### src/uus_pkg.sv
/*
 * constants, codes and carrier types of the upstream sie control block.
 * assumes a 100 mhz core clock and 32-bit classic wishbone register access.
 */
// Overview of operation
// - Code 000 leaves drivers to the engine
// - Codes 001, 010, 011 force J, K, SE0
// - Codes 100 to 111 force low or float
// - Non-idle upstream event sets sticky activity bit
// - Writing zero clears activity, one keeps it
// - Bits 4 and 5 show live D-, D+
// - Emit end-of-packet at each frame's EOF1; skipped if the engine is transmitting then
// - Two address registers, reset to zero, disabled
// - Respond to an address only when enabled
// - Default: address A three, B two endpoints
// - Bit 7 selects sizes, bit 6 address count
// - Config 00: five 8-byte FIFOs from 0xD8
// - Config 10: three 8-byte, two 32-byte FIFOs
// - Endpoint FIFOs live in shared user RAM
// - Each engine FIFO byte stalls CPU three cycles
// - Endpoint 0 bidirectional, others one direction
// - Reset clears all endpoint mode registers
// - Two-address configs give endpoint 0 control layout
// - Status and control register resets to zero
package uus_pkg;

   // register indices, byte address is four times the index
   localparam logic [7:0] IDX_ADDR_A = 8'h10;
   localparam logic [7:0] IDX_STAT_CTL = 8'h1f;
   localparam logic [7:0] IDX_ADDR_B = 8'h40;
   localparam int WB_AW = 10;

   // status and control fields
   localparam int SC_OVR_LSB = 0;
   localparam int SC_BUSACT = 3;
   localparam int SC_DM = 4;
   localparam int SC_DP = 5;
   localparam int SC_EPMODE = 6;
   localparam int SC_EPSIZE = 7;
   localparam logic [7:0] STAT_CTL_RST = 8'h00;

   // device address fields
   localparam int AD_EN = 7;
   localparam int AD_W = 7;
   localparam logic [7:0] ADDR_RST = 8'h00;

   typedef enum logic [2:0] {
      OVR_NONE = 3'b000,
      OVR_DP_HI = 3'b001,
      OVR_DM_HI = 3'b010,
      OVR_SE0 = 3'b011,
      OVR_BOTH_LO = 3'b100,
      OVR_DM_LO = 3'b101,
      OVR_DP_LO = 3'b110,
      OVR_FLOAT = 3'b111
   } uus_ovr_t;

   // fifo placement in user ram, small and large sizes
   localparam logic [7:0] FIFO_SMALL = 8'h08;
   localparam logic [7:0] FIFO_LARGE = 8'h20;
   localparam logic [7:0] BS_A0 = 8'hF8;
   localparam logic [7:0] BS_A1 = 8'hF0;
   localparam logic [7:0] BS_A2 = 8'hE8;
   localparam logic [7:0] BS_X3 = 8'hE0;
   localparam logic [7:0] BS_X4 = 8'hD8;
   localparam logic [7:0] BL_X0 = 8'hA8;
   localparam logic [7:0] BL_X1 = 8'hB0;
   localparam logic [7:0] BL_A0 = 8'hB8;
   localparam logic [7:0] BL_A1 = 8'hC0;
   localparam logic [7:0] BL_A2 = 8'hE0;

   // timing
   localparam int CLK_MHZ = 100;
   localparam int BIT_MHZ = 12;
   localparam int FRAME_BITS = 12000;
   localparam int EOF1_BITS = 32;
   localparam int EOP_SE0_BITS = 2;
   localparam int EOP_J_BITS = 1;
   localparam int STALL_CYCLES = 3;

   typedef struct packed {
      logic dp;
      logic dm;
   } uus_line_t;

   typedef struct packed {
      logic dp_o;
      logic dp_oe;
      logic dm_o;
      logic dm_oe;
   } uus_drive_t;

   typedef struct packed {
      logic [7:0] base;
      logic [7:0] size;
      logic valid;
      logic ctrl;
      logic bidir;
   } uus_ep_t;

endpackage

### src/uus_sync.sv
/*
 * two-flop synchroniser for asynchronous level inputs.
 * assumes inputs are levels held far longer than one clock.
 */
`timescale 1ns/1ps
module uus_sync #(
   parameter int WIDTH = 2
) (
   // clock and reset
   input wire logic clk_in,
   input wire logic resetn_in,
   // data
   input wire logic [WIDTH-1:0] async_in,
   output logic [WIDTH-1:0] sync_out
);
   logic [WIDTH-1:0] meta_q;

   // first stage is read by the second stage only
   always_ff @(posedge clk_in or negedge resetn_in) begin
      if (!resetn_in) begin
         meta_q <= '0;
         sync_out <= '0;
      end else begin
         meta_q <= async_in;
         sync_out <= meta_q;
      end
   end
endmodule // uus_sync

### src/uus_upstream_sie.sv
/*
 * upstream sie control: wishbone register slave, line override, activity
 * flag, pin readback, eof1 end-of-packet, address gating, fifo placement
 * and engine fifo byte writes into shared user ram.
 * assumes the engine logic runs on MCLK_IN; the pins are asynchronous.
 */
// Implementation choice: register access over Wishbone.
`timescale 1ns/1ps
module uus_upstream_sie
   import uus_pkg::*;
#(
   parameter int FRAME_BIT_TIMES = FRAME_BITS
) (
   // clock and reset
   input wire logic MCLK_IN,
   input wire logic RESETN_IN,
   // wishbone slave
   input wire logic WB_CYC_IN,
   input wire logic WB_STB_IN,
   input wire logic WB_WE_IN,
   input wire logic [WB_AW-1:0] WB_ADR_IN,
   input wire logic [3:0] WB_SEL_IN,
   input wire logic [31:0] WB_DAT_IN,
   output logic [31:0] WB_DAT_OUT,
   output logic WB_ACK_OUT,
   // upstream pins
   input wire logic DP_IN,
   input wire logic DM_IN,
   output logic DP_OUT,
   output logic DP_OE_OUT,
   output logic DM_OUT,
   output logic DM_OE_OUT,
   // engine transmit and frame
   input wire logic SIE_TX_EN_IN,
   input wire logic SIE_TX_DP_IN,
   input wire logic SIE_TX_DM_IN,
   input wire logic SOF_IN,
   // token address match
   input wire logic TOKEN_VALID_IN,
   input wire logic [6:0] TOKEN_ADDR_IN,
   output logic HIT_A_OUT,
   output logic HIT_B_OUT,
   // endpoint lookup
   input wire logic EP_ADDR_B_IN,
   input wire logic [2:0] EP_NUM_IN,
   output uus_ep_t EP_INFO_OUT,
   output logic EP_MODE_CLR_OUT,
   // engine fifo byte write into user ram
   input wire logic FIFO_WR_VALID_IN,
   input wire logic [4:0] FIFO_WR_OFS_IN,
   input wire logic [7:0] FIFO_WR_DATA_IN,
   output logic FIFO_WR_READY_OUT,
   output logic RAM_WE_OUT,
   output logic [7:0] RAM_ADDR_OUT,
   output logic [7:0] RAM_DATA_OUT,
   output logic CPU_STALL_OUT
);
   localparam int BIT_INC = BIT_MHZ;
   localparam int BIT_WRAP = CLK_MHZ;
   localparam int EOF1_AT = FRAME_BIT_TIMES - EOF1_BITS;

   logic [7:0] addr_a_q;
   logic [7:0] addr_b_q;
   logic [2:0] ovr_q;
   logic busact_q;
   logic [1:0] epcfg_q;
   logic ack_q;
   logic [31:0] dat_q;
   uus_line_t line_s;
   uus_drive_t drv_q;
   uus_drive_t drv_d;

   // pins pass two flops before anything reads them
   uus_sync #(
      .WIDTH(2)
   ) u_sync (
      .clk_in(MCLK_IN),
      .resetn_in(RESETN_IN),
      .async_in({DP_IN, DM_IN}),
      .sync_out(line_s)
   );

   // bus decode
   logic req;
   logic wr;
   logic [7:0] idx;
   logic lane0;
   assign req = WB_CYC_IN & WB_STB_IN & ~ack_q;
   assign wr = req & WB_WE_IN;
   assign idx = WB_ADR_IN[WB_AW-1:2];
   assign lane0 = WB_SEL_IN[0];

   // one answer per request after one wait cycle, dropped the cycle after
   always_ff @(posedge MCLK_IN or negedge RESETN_IN) begin
      if (!RESETN_IN) begin
         ack_q <= 1'b0;
      end else begin
         ack_q <= req;
      end
   end

   // read data, unmapped and reserved read zero
   always_ff @(posedge MCLK_IN or negedge RESETN_IN) begin
      if (!RESETN_IN) begin
         dat_q <= 32'h0000_0000;
      end else if (req && !WB_WE_IN) begin
         case (idx)
            IDX_ADDR_A: dat_q <= {24'h00_0000, addr_a_q};
            IDX_ADDR_B: dat_q <= {24'h00_0000, addr_b_q};
            IDX_STAT_CTL: dat_q <= {24'h00_0000, epcfg_q, line_s.dp,
               line_s.dm, busact_q, ovr_q};
            default: dat_q <= 32'h0000_0000;
         endcase
      end
   end
   assign WB_DAT_OUT = dat_q;
   assign WB_ACK_OUT = ack_q;

   // address registers, cleared by reset
   always_ff @(posedge MCLK_IN or negedge RESETN_IN) begin
      if (!RESETN_IN) begin
         addr_a_q <= ADDR_RST;
         addr_b_q <= ADDR_RST;
      end else if (wr && lane0) begin
         if (idx == IDX_ADDR_A) begin
            addr_a_q <= WB_DAT_IN[7:0];
         end
         if (idx == IDX_ADDR_B) begin
            addr_b_q <= WB_DAT_IN[7:0];
         end
      end
   end

   // status and control writable fields
   always_ff @(posedge MCLK_IN or negedge RESETN_IN) begin
      if (!RESETN_IN) begin
         ovr_q <= STAT_CTL_RST[SC_OVR_LSB +: 3];
         epcfg_q <= STAT_CTL_RST[SC_EPMODE +: 2];
      end else if (wr && lane0 && idx == IDX_STAT_CTL) begin
         ovr_q <= WB_DAT_IN[SC_OVR_LSB +: 3];
         epcfg_q <= {WB_DAT_IN[SC_EPSIZE], WB_DAT_IN[SC_EPMODE]};
      end
   end

   // anything but idle J counts as activity; the synchroniser leaves
   // reset at se0, so ignore it until it has refilled from the pins
   logic act_evt;
   logic act_clr;
   logic [1:0] sync_fill_q;
   always_ff @(posedge MCLK_IN or negedge RESETN_IN) begin
      if (!RESETN_IN) begin
         sync_fill_q <= 2'b00;
      end else begin
         sync_fill_q <= {sync_fill_q[0], 1'b1};
      end
   end
   assign act_evt = sync_fill_q[1] & ~(line_s.dp & ~line_s.dm);
   assign act_clr = wr && lane0 && idx == IDX_STAT_CTL &&
      !WB_DAT_IN[SC_BUSACT];

   // set beats clear so a late event is never lost
   always_ff @(posedge MCLK_IN or negedge RESETN_IN) begin
      if (!RESETN_IN) begin
         busact_q <= STAT_CTL_RST[SC_BUSACT];
      end else if (act_evt) begin
         busact_q <= 1'b1;
      end else if (act_clr) begin
         busact_q <= 1'b0;
      end
   end

   // bit-rate enable: fractional divider, 12 of every 100 cycles
   logic [6:0] acc_q;
   logic bit_en;
   logic [7:0] acc_sum;
   assign acc_sum = {1'b0, acc_q} + 8'(BIT_INC);
   assign bit_en = acc_sum >= 8'(BIT_WRAP);
   always_ff @(posedge MCLK_IN or negedge RESETN_IN) begin
      if (!RESETN_IN) begin
         acc_q <= 7'h00;
      end else if (bit_en) begin
         acc_q <= 7'(acc_sum - 8'(BIT_WRAP));
      end else begin
         acc_q <= acc_sum[6:0];
      end
   end

   // frame position in bit times, realigned on each sof
   logic [13:0] fbit_q;
   always_ff @(posedge MCLK_IN or negedge RESETN_IN) begin
      if (!RESETN_IN) begin
         fbit_q <= 14'h0000;
      end else if (SOF_IN) begin
         fbit_q <= 14'h0000;
      end else if (bit_en && fbit_q != 14'(FRAME_BIT_TIMES - 1)) begin
         fbit_q <= fbit_q + 14'h0001;
      end
   end

   typedef enum logic [1:0] {
      EOP_IDLE = 2'b00,
      EOP_SE0 = 2'b01,
      EOP_J = 2'b10
   } uus_eop_t;
   uus_eop_t eop_q;
   logic [1:0] eop_cnt_q;

   // se0 for two bit times then j for one, at eof1
   always_ff @(posedge MCLK_IN or negedge RESETN_IN) begin
      if (!RESETN_IN) begin
         eop_q <= EOP_IDLE;
         eop_cnt_q <= 2'b00;
      end else if (bit_en) begin
         case (eop_q)
            EOP_IDLE: begin
               // start as the count steps onto eof1, not one bit later
               if (fbit_q == 14'(EOF1_AT - 1) && !SIE_TX_EN_IN) begin
                  eop_q <= EOP_SE0;
                  eop_cnt_q <= 2'(EOP_SE0_BITS - 1);
               end
            end
            EOP_SE0: begin
               if (eop_cnt_q == 2'b00) begin
                  eop_q <= EOP_J;
                  eop_cnt_q <= 2'(EOP_J_BITS - 1);
               end else begin
                  eop_cnt_q <= eop_cnt_q - 2'b01;
               end
            end
            EOP_J: begin
               if (eop_cnt_q == 2'b00) begin
                  eop_q <= EOP_IDLE;
               end else begin
                  eop_cnt_q <= eop_cnt_q - 2'b01;
               end
            end
            default: eop_q <= EOP_IDLE;
         endcase
      end
   end

   // driver select: override, then hub eop, then the engine
   always_comb begin
      drv_d = '{dp_o: SIE_TX_DP_IN, dp_oe: SIE_TX_EN_IN,
         dm_o: SIE_TX_DM_IN, dm_oe: SIE_TX_EN_IN};
      if (eop_q == EOP_SE0) begin
         drv_d = '{dp_o: 1'b0, dp_oe: 1'b1, dm_o: 1'b0, dm_oe: 1'b1};
      end else if (eop_q == EOP_J) begin
         drv_d = '{dp_o: 1'b1, dp_oe: 1'b1, dm_o: 1'b0, dm_oe: 1'b1};
      end
      // engine drive is dropped whenever a code is held
      case (uus_ovr_t'(ovr_q))
         OVR_NONE: ;
         OVR_DP_HI: drv_d = '{dp_o: 1'b1, dp_oe: 1'b1,
            dm_o: 1'b0, dm_oe: 1'b1};
         OVR_DM_HI: drv_d = '{dp_o: 1'b0, dp_oe: 1'b1,
            dm_o: 1'b1, dm_oe: 1'b1};
         OVR_SE0: drv_d = '{dp_o: 1'b0, dp_oe: 1'b1,
            dm_o: 1'b0, dm_oe: 1'b1};
         OVR_BOTH_LO: drv_d = '{dp_o: 1'b0, dp_oe: 1'b1,
            dm_o: 1'b0, dm_oe: 1'b1};
         OVR_DM_LO: drv_d = '{dp_o: 1'b0, dp_oe: 1'b0,
            dm_o: 1'b0, dm_oe: 1'b1};
         OVR_DP_LO: drv_d = '{dp_o: 1'b0, dp_oe: 1'b1,
            dm_o: 1'b0, dm_oe: 1'b0};
         OVR_FLOAT: drv_d = '{dp_o: 1'b0, dp_oe: 1'b0,
            dm_o: 1'b0, dm_oe: 1'b0};
         default: ;
      endcase
   end

   always_ff @(posedge MCLK_IN or negedge RESETN_IN) begin
      if (!RESETN_IN) begin
         drv_q <= '0;
      end else begin
         drv_q <= drv_d;
      end
   end
   assign DP_OUT = drv_q.dp_o;
   assign DP_OE_OUT = drv_q.dp_oe;
   assign DM_OUT = drv_q.dm_o;
   assign DM_OE_OUT = drv_q.dm_oe;

   // address b exists only in two-address configurations
   always_ff @(posedge MCLK_IN or negedge RESETN_IN) begin
      if (!RESETN_IN) begin
         HIT_A_OUT <= 1'b0;
         HIT_B_OUT <= 1'b0;
      end else begin
         HIT_A_OUT <= TOKEN_VALID_IN && addr_a_q[AD_EN] &&
            TOKEN_ADDR_IN == addr_a_q[AD_W-1:0];
         HIT_B_OUT <= TOKEN_VALID_IN && addr_b_q[AD_EN] && !epcfg_q[0] &&
            TOKEN_ADDR_IN == addr_b_q[AD_W-1:0];
      end
   end

   // fifo placement for each configuration
   function automatic uus_ep_t ep_lookup(input logic [1:0] cfg,
      input logic sel_b, input logic [2:0] ep);
      uus_ep_t r;
      r = '{base: 8'h00, size: FIFO_SMALL, valid: 1'b1,
         ctrl: 1'b0, bidir: 1'b0};
      case ({cfg, sel_b, ep})
         {2'b00, 1'b0, 3'd0}, {2'b01, 1'b0, 3'd0}: r.base = BS_A0;
         {2'b00, 1'b0, 3'd1}, {2'b01, 1'b0, 3'd1}: r.base = BS_A1;
         {2'b00, 1'b0, 3'd2}, {2'b01, 1'b0, 3'd2}: r.base = BS_A2;
         {2'b00, 1'b1, 3'd0}, {2'b01, 1'b0, 3'd3}: r.base = BS_X3;
         {2'b00, 1'b1, 3'd1}, {2'b01, 1'b0, 3'd4}: r.base = BS_X4;
         {2'b10, 1'b1, 3'd0}, {2'b11, 1'b0, 3'd3}: r.base = BL_X0;
         {2'b10, 1'b1, 3'd1}, {2'b11, 1'b0, 3'd4}: r.base = BL_X1;
         {2'b10, 1'b0, 3'd0}, {2'b11, 1'b0, 3'd0}: r.base = BL_A0;
         {2'b10, 1'b0, 3'd1}, {2'b11, 1'b0, 3'd1}: begin
            r.base = BL_A1;
            r.size = FIFO_LARGE;
         end
         {2'b10, 1'b0, 3'd2}, {2'b11, 1'b0, 3'd2}: begin
            r.base = BL_A2;
            r.size = FIFO_LARGE;
         end
         default: begin
            r.size = 8'h00;
            r.valid = 1'b0;
         end
      endcase
      // endpoint 0 of each address is the control endpoint
      r.ctrl = r.valid && ep == 3'd0;
      r.bidir = r.valid && ep == 3'd0;
      return r;
   endfunction

   always_ff @(posedge MCLK_IN or negedge RESETN_IN) begin
      if (!RESETN_IN) begin
         EP_INFO_OUT <= '0;
      end else begin
         EP_INFO_OUT <= ep_lookup(epcfg_q, EP_ADDR_B_IN, EP_NUM_IN);
      end
   end

   // clear for the mode registers held beside this block, high through reset until the first clock after release
   always_ff @(posedge MCLK_IN or negedge RESETN_IN) begin
      if (!RESETN_IN) begin
         EP_MODE_CLR_OUT <= 1'b1;
      end else begin
         EP_MODE_CLR_OUT <= 1'b0;
      end
   end

   // engine byte writes own the ram bus; cpu waits meanwhile
   logic [1:0] stall_q;
   logic fifo_take;
   uus_ep_t wr_ep;
   assign wr_ep = ep_lookup(epcfg_q, EP_ADDR_B_IN, EP_NUM_IN);
   assign FIFO_WR_READY_OUT = stall_q == 2'b00;
   assign fifo_take = FIFO_WR_VALID_IN && FIFO_WR_READY_OUT;
   always_ff @(posedge MCLK_IN or negedge RESETN_IN) begin
      if (!RESETN_IN) begin
         stall_q <= 2'b00;
      end else if (fifo_take) begin
         stall_q <= 2'(STALL_CYCLES);
      end else if (stall_q != 2'b00) begin
         stall_q <= stall_q - 2'b01;
      end
   end
   assign CPU_STALL_OUT = stall_q != 2'b00;

   // out-of-range offsets still occupy the bus but do not write
   always_ff @(posedge MCLK_IN or negedge RESETN_IN) begin
      if (!RESETN_IN) begin
         RAM_WE_OUT <= 1'b0;
         RAM_ADDR_OUT <= 8'h00;
         RAM_DATA_OUT <= 8'h00;
      end else begin
         RAM_WE_OUT <= fifo_take && wr_ep.valid &&
            {3'b000, FIFO_WR_OFS_IN} < wr_ep.size;
         if (fifo_take) begin
            RAM_ADDR_OUT <= wr_ep.base + {3'b000, FIFO_WR_OFS_IN};
            RAM_DATA_OUT <= FIFO_WR_DATA_IN;
         end
      end
   end
endmodule // uus_upstream_sie
### config.mk
export PLATFORM = sky130hd
export DESIGN_NAME = uus_upstream_sie
export DESIGN_NICKNAME = d
export VERILOG_FILES = /design/src/uus_pkg.sv /design/src/uus_sync.sv /design/src/uus_upstream_sie.sv
export SDC_FILE = /design/constraint.sdc
export NUM_CORES = 1
export LEC_CHECK = 0
export ABC_AREA = 1
export BUFFER_PORTS_ARGS = -buffer_cell sky130_fd_sc_hd__buf_2
export CORE_MARGIN = 4
export CORE_UTILIZATION = 56
export CTS_CLUSTER_SIZE = 30
export DETAILED_ROUTE_END_ITERATION = 10
export GPL_ROUTABILITY_DRIVEN = 1
export PLACE_DENSITY = 0.86
export SLEW_MARGIN = 10
export SYNTH_ARGS = -nofsm -noshare
export SYNTH_HDL_FRONTEND = slang
export SYNTH_SLANG_ARGS = --single-unit
### constraint.sdc
create_clock -name MCLK_IN -period 4.6 [get_ports MCLK_IN]
set_input_delay 0.23 -clock MCLK_IN [delete_from_list [all_inputs] [get_ports MCLK_IN]]
set_output_delay 0.23 -clock MCLK_IN [all_outputs]
set_load 0.01 [all_outputs]
==> flow_summary.toml, run 1 <==
[synth]
synth-async-reset-ratio_pct = 100.0
post_synth.cell_area_avg_um2 = 8.141
syn_area_um2 = 5300
synth_largest_type_area_fraction_pct = 44.38
postSynthCellCount = 651
ys_seq_elements = 95
sequential_to_total_area_share_from_yosys_stat_pct = 44.88
synth_enable_flop_cells = 0
synth_warnings = 0
synth_top_cell_by_area = "sky130_fd_sc_hd__dfrtp_1"
synth_cell_types = 43
synth.area.top_cells = "sky130_fd_sc_hd__dfrtp_1 (44%), sky130_fd_sc_hd__nand2_1 (13%), sky130_fd_sc_hd__nand3_1 (5.8%)"
synth_top_flop_cell = "sky130_fd_sc_hd__dfrtp_1"

[routing]
vias_per_cell = 5.131
wirelength_um = 11550
first_pass_iters = 5
wl_per_cell_um = 13.05
postRouteAntennaNets = 0
dr_total_vias = 4541
route.detailed.drc = 0
drt_iter0_markers = 193

[layout]
diodes = 0
layoutNonFillerInstCount = 885
area_delta_synth_final_pct = 12.84
ff_latch_area_um2 = 2379
layout.cells.most_common = "sky130_fd_sc_hd__nand2_1"
final_nets = 848
layout-drive-gt1-share_pct = 20.50
layout.core_utilization_pct = 64.73
multi_input_combinational_cell_area_um2 = 2389
most-common-layout-cells = "sky130_fd_sc_hd__nand2_1 (181), sky130_fd_sc_hd__buf_2 (97), sky130_fd_sc_hd__dfrtp_1 (94), sky130_fd_sc_hd__inv_1 (80), sky130_fd_sc_hd__nand3_1 (61)"
num-fill-cells = 780

[min_path]
startpoint_of_the_worst_hold_path = "FIFO_WR_DATA_IN[4]"
timing.hold.worst.class = "primary input to flip-flop"

[timing]
slew_viol_final = 0
setup-violations-final = 0
max_freq_mhz = 444.0
crit_share_post_route_pct = 48.96
maxSlewHeadroom_pct = 44.75
clock_skew_ns = 0.01062
period_minus_slack_ns = 2.252
hold_vio_cnt_final = 0
grt_setup_unrepaired = "false"
fin_setup_tns_ns = 0
tightest_slew_ns = 0.8224

[clock_network]
clock_tree_from_tritoncts = "done"
path_clk_slew_ns = 0.10
cts_post_setup_buffers_inserted = 0
cts_root_cell = "sky130_fd_sc_hd__clkbuf_8"
clkLatencyLatePin_ns = 0.37
cts-htree-levels = 3
cts_made_buffers = 9
clkSinkCount = 95
cts-root-to-sink-buffers = 2

[placement]
finalWeightedCongestion = 0.9229
port_buffers = 98
detailed_place_hpwl_um = 8562
dp_cells = 866

[setup_path]
ff2ff_path_depth = 14
cp-endpoint = "RAM_ADDR_OUT[6]$_DFFE_PN0P_"
path_class = "flip-flop to flip-flop"
critical_path_arrival_ns = 2.52
timing.critical_path.cells = "nand2_1 > inv_1 > nand3_1 > nand2_1 > nor2_2 > inv_1 > nor3_1 > inv_1 > ha_1 > a21o_1 > nand2_1 > nand2_1 > nand3_1 > nand2_1"
cp_slowest_stage_delay_ns = 0.49
r2r-end = "RAM_ADDR_OUT[6]$_DFFE_PN0P_"
worst_r2r_src = "epcfg_q[1]$_DFFE_PN0P_"
worstSetupStartpoint = "epcfg_q[1]$_DFFE_PN0P_"
type_of_element_capturing_the_critical_path = "flip-flop"
crit_required_ns = 4.86
slowest_stage = "sky130_fd_sc_hd__dfrtp_1"
timing.critical_path.fanout_max = 9
r2r_setup_slack_ns = 2.35
crit_path_start_kind = "flip-flop"
worst_path_most_repeated_cell = "sky130_fd_sc_hd__nand2_1"

[job]
cap_violations = 0

[floorplan]
die_h_um = 105.3
rows = 35
floorplan.initialDensity_pct = 57.36
num_io_pins = 161
chipWidth_um = 105.3
core_region_area_um2 = 9240
die_area_um2 = 11080

[global_route]
grt-ovfl-total = 0
first_global_vias = 4359
gr_util_all_layers_pct = 21.37
antenna_violations_before_repair = 0
largest_net_degree_at_the_start_of_global_routing = 53
grt_pass1_wl_um = 19490

[power_and_ir_drop]
power_leakage_uw = 0.003333
vdd.ir_drop.worst_uv = 158.6
power_per_cell_area_nw_per_um2 = 316.8

[run_status]
result_of_the_run = "complete, no violations"
## through the flow
stage | instance area, um2 | worst slack, ns | hold WS (ns) | power [uW]
6_report | 5981 | 2.348 | 0.04749 | 1895
5_1_grt | 5981 | 2.071 | 0.04035 | 2007
4_1_cts | 5981 | 2.341 | 0.03958 | 1906
3_5_place_dp | 5744 | 2.350 | 0.2662 | 1338
3_3_place_gp | 5744 | 2.411 | 0.2580 | 1322
2_1_floorplan | 5424 | 2.563 | -0.06559 | 1196
## state kept, by name, summed over array words and instances (netlist names), 2 cells and up
signal           count
addr_a_q             8
fbit_q              14
u_sync.meta_q        2
RAM_ADDR_OUT         8
stall_q              2
eop_q                2
WB_DAT_OUT           8
EP_INFO_OUT          9
acc_q                5
addr_b_q             8
sync_fill_q          2
RAM_DATA_OUT         8
eop_cnt_q            2
epcfg_q              2
u_sync.sync_out      2
ovr_q                3
## how the worst min path moves through the flow
stage                                             end  slack (ns)  cells after the start
after floorplan                   DM_OE_OUT$_DFF_PN0_       -0.07                      0
after global placement           eop_q[0]$_DFFE_PN0P_        0.26                      1
after detailed placement         eop_q[0]$_DFFE_PN0P_        0.27                      1
after CTS                 RAM_DATA_OUT[4]$_DFFE_PN0P_        0.04                      3
after global routing      RAM_DATA_OUT[6]$_DFFE_PN0P_        0.04                      3
final                     RAM_DATA_OUT[4]$_DFFE_PN0P_        0.05                      3
## layer usage
layer	wire length (um)	part of all wire (%)	global-route usage (%)	vias up
met5	0	0	0	-
met4	172	1.5	7.591	0
met3	698	6.0	4.532	22
met2	5908	51	36.16	138
met1	4766	41	27.10	2169
li1	-	-	-	2212
## area by class of cell
| class | instances | share of cell area, % |
|---|---|---|
| Clock buffer | 11 | 2.364 |
| Clock inverter | 5 | 1.088 |
| Inverter | 84 | 5.272 |
| Multi-Input combinational cell | 459 | 39.94 |
| Sequential cell | 95 | 39.77 |
| Tap cell | 129 | 2.699 |
| Timing Repair Buffer | 102 | 8.870 |
## Yosys cell counts (3+ instances only)
master                     number
sky130_fd_sc_hd__a21oi_1        3
sky130_fd_sc_hd__buf_2          3
sky130_fd_sc_hd__nor2_1        38
sky130_fd_sc_hd__nor3_1         3
sky130_fd_sc_hd__xor2_1        11
sky130_fd_sc_hd__nor2_2         7
sky130_fd_sc_hd__nand4_1       26
sky130_fd_sc_hd__inv_1         80
sky130_fd_sc_hd__o21ai_2        8
sky130_fd_sc_hd__o21ai_1        8
sky130_fd_sc_hd__inv_2          3
sky130_fd_sc_hd__o22ai_1        3
sky130_fd_sc_hd__buf_6          5
sky130_fd_sc_hd__clkbuf_1       4
sky130_fd_sc_hd__o21ai_0       20
sky130_fd_sc_hd__nand3_2       13
sky130_fd_sc_hd__ha_1          13
sky130_fd_sc_hd__nand3_1       61
sky130_fd_sc_hd__nand2_1      181
sky130_fd_sc_hd__xnor2_1        8
sky130_fd_sc_hd__buf_4         34
sky130_fd_sc_hd__dfrtp_1       94
## timing repair
item                                    4_1_cts  5_1_grt
endpoints found under the hold margin        44        0
hold buffers                                  3        0
endpoints found under the setup margin        0        0
resized for setup                             0        0
## kinds of logic (layout without fill, tap and decap cells)
family	after synthesis	count (layout)	synth area share, %
AOI/OAI and AO/OA	50	50	5.784
xor gates and xnor gates	20	20	3.447
adders and majority gates	14	14	3.447
buffers and inverters	130	202	12.39
DFF	95	95	44.88
other	2	35	0.1417
and+or+nand+nor	340	340	29.91
## critical path, delay by kind of cell (launching register included)
family / cells / cell delay, ns
and+or+nand+nor: 9 / 0.96
DFF: 1 / 0.49
adders and majority gates: 1 / 0.28
buffers and inverters: 3 / 0.23
AOI/OAI and AO/OA: 1 / 0.19
## report_power, final
group          internal (uW)  switching [uW]  leakage (uW)
registers                919            39.8       0.00125
clock network            272             299      0.000105
logic                    133             231       0.00198
total                   1330             570       0.00333
No activity file was read; power rests on OpenSTA's default activity.
==> run 2, diff against run 1 <==
Settings changed: ABC_AREA 1 to 0, CORE_UTILIZATION 56 to 46, PLACE_DENSITY 0.86 to 0.76.
Clock period 4.6 ns to 2 ns, I/O delays scaled along.
==> run 2 against run 1 <==
Compared with the run above:
- the run now ends with negative setup slack left
- maximum frequency increased by 4.1%
- routed wire length increased by 10%
- via count decreased by 9.5%
- critical path depth decreased by 5
- total power increased by 140%
- register-to-register slack got worse by 2.5 ns
- count of clock-buffer cells in the layout increased by 1
- non-clock buffer count increased by 82
- largest cell class unchanged
- largest power group unchanged
==> flow_summary.toml, run 2 <==
[run_status]
result_of_the_run = "finished, violations left"
failed_checks = "negative setup slack"

[synth]
synth_top_flop_cell = "sky130_fd_sc_hd__dfrtp_1"
synth-async-reset-ratio_pct = 100.0
synth_largest_type_area_fraction_pct = 46.65
synth_cell_types = 67
post_synth.cell_area_avg_um2 = 10.82
sequential_to_total_area_share_from_yosys_stat_pct = 47.17
postSynthCellCount = 466
synth_top_cell_by_area = "sky130_fd_sc_hd__dfrtp_1"
synth_commonest_cells = "sky130_fd_sc_hd__dfrtp_1 (94), sky130_fd_sc_hd__mux2_2 (36), sky130_fd_sc_hd__buf_4 (34), sky130_fd_sc_hd__nand2_1 (27)"
synth.area.top_cells = "sky130_fd_sc_hd__dfrtp_1 (47%), sky130_fd_sc_hd__mux2_2 (8.0%), sky130_fd_sc_hd__buf_4 (5.1%)"
synth_warnings = 0
syn_area_um2 = 5042
synth_enable_flop_cells = 0
yosys.cell_count.top_type = "sky130_fd_sc_hd__dfrtp_1"
ys_seq_elements = 95

[power_and_ir_drop]
design_power_total_uw = 4474
power_leakage_uw = 0.003187
power_per_cell_area_nw_per_um2 = 665.2
vdd.ir_drop.worst_uv = 469.8

[min_path]
min_path_cells = 3
worstHoldEndpoint = "RAM_WE_OUT$_DFF_PN0_"
timing.hold.worst.class = "primary input to flip-flop"
startpoint_of_the_worst_hold_path = "FIFO_WR_OFS_IN[3]"

[clock_network]
cts-root-to-sink-buffers = 2
clkLatencyLatePin_ns = 0.36
path_clk_slew_ns = 0.09
cts_root_cell = "sky130_fd_sc_hd__clkbuf_8"
clock_tree_from_tritoncts = "done"
cts_made_buffers = 9
cts-htree-levels = 3
clkSinkCount = 95

[setup_path]
crit_required_ns = 2.25
type_of_element_capturing_the_critical_path = "flip-flop"
timing.critical_path.fanout_max = 4
crit_path_start_kind = "flip-flop"
critical_path_arrival_ns = 2.42
r2r-end = "RAM_ADDR_OUT[7]$_DFFE_PN0P_"
r2r_setup_slack_ns = -0.16
ff2ff_path_depth = 9
path_class = "flip-flop to flip-flop"
worst_r2r_src = "epcfg_q[1]$_DFFE_PN0P_"

[routing]
postRouteAntennaNets = 0
dr_total_vias = 4111
wirelength_um = 12710
drt_iter0_markers = 271
wl_per_cell_um = 16.24
vias_per_cell = 5.250
first_pass_iters = 4
route.detailed.drc = 0

[layout]
final_nets = 739
diodes = 0
layout-drive-gt1-share_pct = 42.19
largest_register_ffs = 14
num-fill-cells = 822
largestRegisters = "fbit_q: 14 flops, EP_INFO_OUT: 9 flops"
area_delta_synth_final_pct = 33.40
layout.core_utilization_pct = 64.01
most-common-layout-cells = "sky130_fd_sc_hd__buf_2 (98), sky130_fd_sc_hd__dfrtp_1 (92), sky130_fd_sc_hd__buf_4 (51), sky130_fd_sc_hd__conb_1 (35), sky130_fd_sc_hd__mux2_2 (34)"
layoutNonFillerInstCount = 783
layout.cells.most_common = "sky130_fd_sc_hd__buf_2"
regMostFlops = "fbit_q"

[placement]
detailed_place_hpwl_um = 8947
finalWeightedCongestion = 0.8715
dp_cells = 730
port_buffers = 98

[floorplan]
die_h_um = 112.7
rows = 37
core_region_area_um2 = 10510
chipWidth_um = 112.7
num_io_pins = 161
floorplan.initialDensity_pct = 47.98
die_area_um2 = 12700

[global_route]
gr_util_all_layers_pct = 19.60
global_route.usage.met3_pct = 4.332
grt_pass1_wl_um = 20380
groute.layer.met1.usage_pct = 23.51
grt-ovfl-total = 0
antenna_violations_before_repair = 0
most_crowded_layer_after_global_routing = "met2"
first_global_vias = 4344
grt.met2_usage_pct = 34.99
largest_net_degree_at_the_start_of_global_routing = 45

[timing]
period_minus_slack_ns = 2.164
setup-violations-final = 21
max_freq_mhz = 462.1
hold_ws_ns = 0.02603
tightest_slew_ns = 0.5924
hold_vio_cnt_final = 0
fin_setup_tns_ns = -1.927
clock_skew_ns = 0.01089
grt_setup_unrepaired = "true"
setup_slack_ns = -0.1638
maxSlewHeadroom_pct = 60.51
slew_viol_final = 0
crit_share_post_route_pct = 108.2

[job]
cap_violations = 0
[run 2: worst max path at each step]
stage                           startpoint                           to  slack [ns]  cells after the start
global placement    epcfg_q[1]$_DFFE_PN0P_  RAM_ADDR_OUT[7]$_DFFE_PN0P_       -0.17                      9
finish              epcfg_q[1]$_DFFE_PN0P_  RAM_ADDR_OUT[7]$_DFFE_PN0P_       -0.16                      9
floorplan           epcfg_q[1]$_DFFE_PN0P_  RAM_ADDR_OUT[7]$_DFFE_PN0P_       -0.28                     10
CTS                 epcfg_q[1]$_DFFE_PN0P_  RAM_ADDR_OUT[7]$_DFFE_PN0P_       -0.19                      9
global route          acc_q[2]$_DFFE_PN0P_         eop_q[1]$_DFFE_PN0P_       -0.23                      8
detailed placement  epcfg_q[1]$_DFFE_PN0P_  RAM_ADDR_OUT[7]$_DFFE_PN0P_       -0.26                      9
[run 2: power breakdown]
group	total (uW)	switching (uW)	internal [uW]
registers	2240	105	2130
clock network	1270	653	618
logic	968	513	455
[run 2: per-stage QoR]
stage          cell area, um2  setup WS (ns)
6_report                 6726        -0.1638
5_1_grt                  6726        -0.2292
4_1_cts                  6568        -0.1880
3_5_place_dp             5971        -0.2627
3_3_place_gp             5971        -0.1718
2_1_floorplan            5299        -0.2849
[run 2: metal layers]
layer / up-vias / part of all wire (%) / wire, um
met5: - / 0 / 0
met4: 0 / 1.7 / 213
met3: 20 / 5.8 / 735
met2: 135 / 53 / 6747
met1: 2004 / 39 / 5016
li1: 1952 / - / -
[run 2: area by class of cell]
class / count / area (um2) / area share [%]
multi-input combinational: 328 / 2635 / 39.17
inverter: 24 / 92.59 / 1.376
clock buffer: 12 / 145.1 / 2.158
tap: 136 / 170.2 / 2.530
clock inverter: 4 / 53.80 / 0.7999
sequential: 95 / 2381 / 35.40
timing repair buffer: 184 / 1249 / 18.56
[run 2: logic make-up (layout without fill, tap and decap cells)]
group | count (synthesis) | after routing | synth area share [%]
xor gates and xnor gates | 20 | 20 | 3.474
other | 2 | 35 | 0.1489
adders and majority gates | 14 | 14 | 3.623
buffers and inverters | 77 | 224 | 8.561
and+or+nand+nor | 122 | 122 | 14.54
muxes | 41 | 41 | 9.082
AOI/OAI and AO/OA | 95 | 96 | 13.40
DFF | 95 | 95 | 47.17
[run 2: worst max-delay path, stage by stage, from the launching register on]
cell,delay (ns)
sky130_fd_sc_hd__dfrtp_1,0.43
sky130_fd_sc_hd__buf_4,0.14
sky130_fd_sc_hd__a31o_2,0.15
sky130_fd_sc_hd__a21oi_2,0.05
sky130_fd_sc_hd__o22ai_2,0.17
sky130_fd_sc_hd__ha_2,0.22
sky130_fd_sc_hd__inv_2,0.04
sky130_fd_sc_hd__fa_2,0.33
sky130_fd_sc_hd__or3_1,0.32
sky130_fd_sc_hd__a41o_1,0.21
[run 2: timing repair]
| action | in CTS | in global routing |
|---|---|---|
| pin swaps | 17 | 13 |
| hold endpoints to repair | 67 | 1 |
| hold buffers | 21 | 1 |
| endpoints found under the setup margin | 23 | 25 |
| gates cloned | 2 | 0 |
| resized for setup | 22 | 29 |
| buffers inserted | 10 | 3 |
==> run 3, diff against run 2 <==
Settings changed: SKIP_CTS_REPAIR_TIMING set to 1.
==> run 3 against run 2 <==
Compared with the run above:
- the flow still finishes with violations (negative setup slack)
- count of clock-buffer cells in the layout unchanged
- total power about the same
- critical endpoint unchanged
- die area unchanged
- maximum frequency decreased by 2.1%
- cell count down 0.38%
- first-iteration DRC count rose by 0.74%
==> flow_summary.toml, run 3 (synthesis gave the netlist of run 2 again) <==
[routing]
wirelength_um = 12700
first_pass_iters = 4
vias_per_cell = 5.274
drt_iter0_markers = 273
route.detailed.drc = 0
wl_per_cell_um = 16.28
dr_total_vias = 4114
postRouteAntennaNets = 0

[global_route]
first_global_vias = 4136
grt-ovfl-total = 0
grt_pass1_wl_um = 19200
largest_net_degree_at_the_start_of_global_routing = 45
antenna_violations_before_repair = 0
gr_util_all_layers_pct = 18.38

[setup_path]
slowest_stage = "sky130_fd_sc_hd__dfrtp_1"
timing.critical_path.cells = "nor3_2 > a31o_2 > a21oi_2 > o22ai_2 > ha_2 > inv_2 > fa_2 > or3_1 > a41o_1"
crit_required_ns = 2.25
crit_path_start_kind = "flip-flop"
path_class = "flip-flop to flip-flop"
type_of_element_capturing_the_critical_path = "flip-flop"
cp_slowest_stage_delay_ns = 0.44
critical_path_arrival_ns = 2.46
timing.critical_path.fanout_max = 4

[layout]
regMostFlops = "fbit_q"
layout.cells.most_common = "sky130_fd_sc_hd__buf_2"
layout.core_utilization_pct = 63.83
largest_register_ffs = 14
layout-drive-gt1-share_pct = 41.93
area_delta_synth_final_pct = 33.03
diodes = 0
final_nets = 736
most-common-layout-cells = "sky130_fd_sc_hd__buf_2 (98), sky130_fd_sc_hd__dfrtp_1 (92), sky130_fd_sc_hd__buf_4 (50), sky130_fd_sc_hd__conb_1 (35), sky130_fd_sc_hd__mux2_2 (33)"
largestRegisters = "fbit_q: 14 flops, EP_INFO_OUT: 9 flops"

[floorplan]
core_region_area_um2 = 10510
floorplan.initialDensity_pct = 47.98
num_io_pins = 161
chipWidth_um = 112.7
die_h_um = 112.7
die_area_um2 = 12700
rows = 37

[timing]
crit_share_post_route_pct = 110.6
period_minus_slack_ns = 2.211
maxSlewHeadroom_pct = 61.71
max_freq_mhz = 452.2
setup-violations-final = 19
hold_vio_cnt_final = 0
slew_viol_final = 0
tightest_slew_ns = 0.5743
hold_ws_ns = 0.01687
clock_skew_ns = 0.01238
setup_slack_ns = -0.2113
grt_setup_unrepaired = "true"

[clock_network]
clkSinkCount = 95
cts_made_buffers = 9
cts_root_cell = "sky130_fd_sc_hd__clkbuf_8"
cts-htree-levels = 3
path_clk_slew_ns = 0.10
cts-root-to-sink-buffers = 2
clock_tree_from_tritoncts = "done"
clkLatencyLatePin_ns = 0.36

[power_and_ir_drop]
power_leakage_uw = 0.003173
fraction_of_power_consumed_by_combinational_cells_pct = 21.5
netSwitchingFraction_pct = 28.48
pwr-share-seq_pct = 49.9
power.switching_uw = 1274
cellInternalPower_uw = 3199
vdd.ir_drop.worst_uv = 471.0
clock_power_share_pct = 28.6
power_per_cell_area_nw_per_um2 = 666.8

[run_status]
failed_checks = "negative setup slack"
result_of_the_run = "finished, violations left"

[placement]
port_buffers = 98
post-place-ws_ns = -0.2627
detailed_place_hpwl_um = 8947
finalWeightedCongestion = 0.8715

[job]
cap_violations = 0

[min_path]
timing.hold.worst.class = "primary input to flip-flop"
-- run 3: worst max-delay path, delay by kind of cell (launching register included) --
family	cells	cell delay, ns
AO/OA/AOI/OAI	4	0.57
AND/OR/NAND/NOR	2	0.50
flip-flops	1	0.44
adder cells (fa/ha/maj)	2	0.55
buffers and inverters	1	0.04
-- run 3: area by class of cell --
class / count / area [um2]
Fill cell: 840 / 3801
Clock inverter: 4 / 53.80
Clock buffer: 12 / 145.1
Sequential cell: 95 / 2381
Inverter: 24 / 92.59
Timing Repair Buffer: 181 / 1219
Multi-Input combinational cell: 328 / 2646
Tap cell: 136 / 170.2
-- run 3: worst paths after layout --
path	startpoint	to	slack, ns	depth (start not counted)
hold reg to reg	u_sync.meta_q[0]$_DFF_PN0_	u_sync.sync_out[0]$_DFF_PN0_	0.35	0
max in group asynchronous	RESETN_IN	busact_q$_DFFE_PN0P_	1.03	3
setup / recovery	epcfg_q[1]$_DFFE_PN0P_	RAM_ADDR_OUT[7]$_DFFE_PN0P_	-0.21	9
min in group asynchronous	RESETN_IN	WB_DAT_OUT[0]$_DFFE_PN0P_	0.27	2
setup reg to reg	epcfg_q[1]$_DFFE_PN0P_	RAM_ADDR_OUT[7]$_DFFE_PN0P_	-0.21	9
hold / removal	WB_DAT_IN[7]	addr_a_q[7]$_DFFE_PN0P_	0.02	2
-- run 3: power groups by stage --
| stage | sequential (uW) | clock, uW | combinational [uW] |
|---|---|---|---|
| 2_1_floorplan | 2350 | 0 | 452 |
| 3_3_place_gp | 2260 | 0 | 894 |
| 3_5_place_dp | 2270 | 0 | 927 |
| 4_1_cts | 2230 | 1330 | 933 |
| 5_1_grt | 2260 | 1410 | 1060 |
| 6_report | 2230 | 1280 | 960 |
-- run 3: per-layer routing --
layer / vias up / global-route usage, % / wire [um]
li1: 1948 / - / -
met5: - / 0 / 0
met2: 120 / 32.58 / 6747
met4: 0 / 5.529 / 227
met1: 2027 / 22.33 / 5080
met3: 19 / 4.118 / 642
-- run 3: stage by stage --
stage	total power, uW	area [um2]	instances	setup TNS [ns]
floorplan	2801	5299	499	-0.9716
detailed placement	3197	5971	730	-1.791
global route	4724	6708	780	-3.244
finish	4472	6708	780	-1.482
global placement	3152	5971	730	-0.7458
CTS	4492	6170	746	-2.160
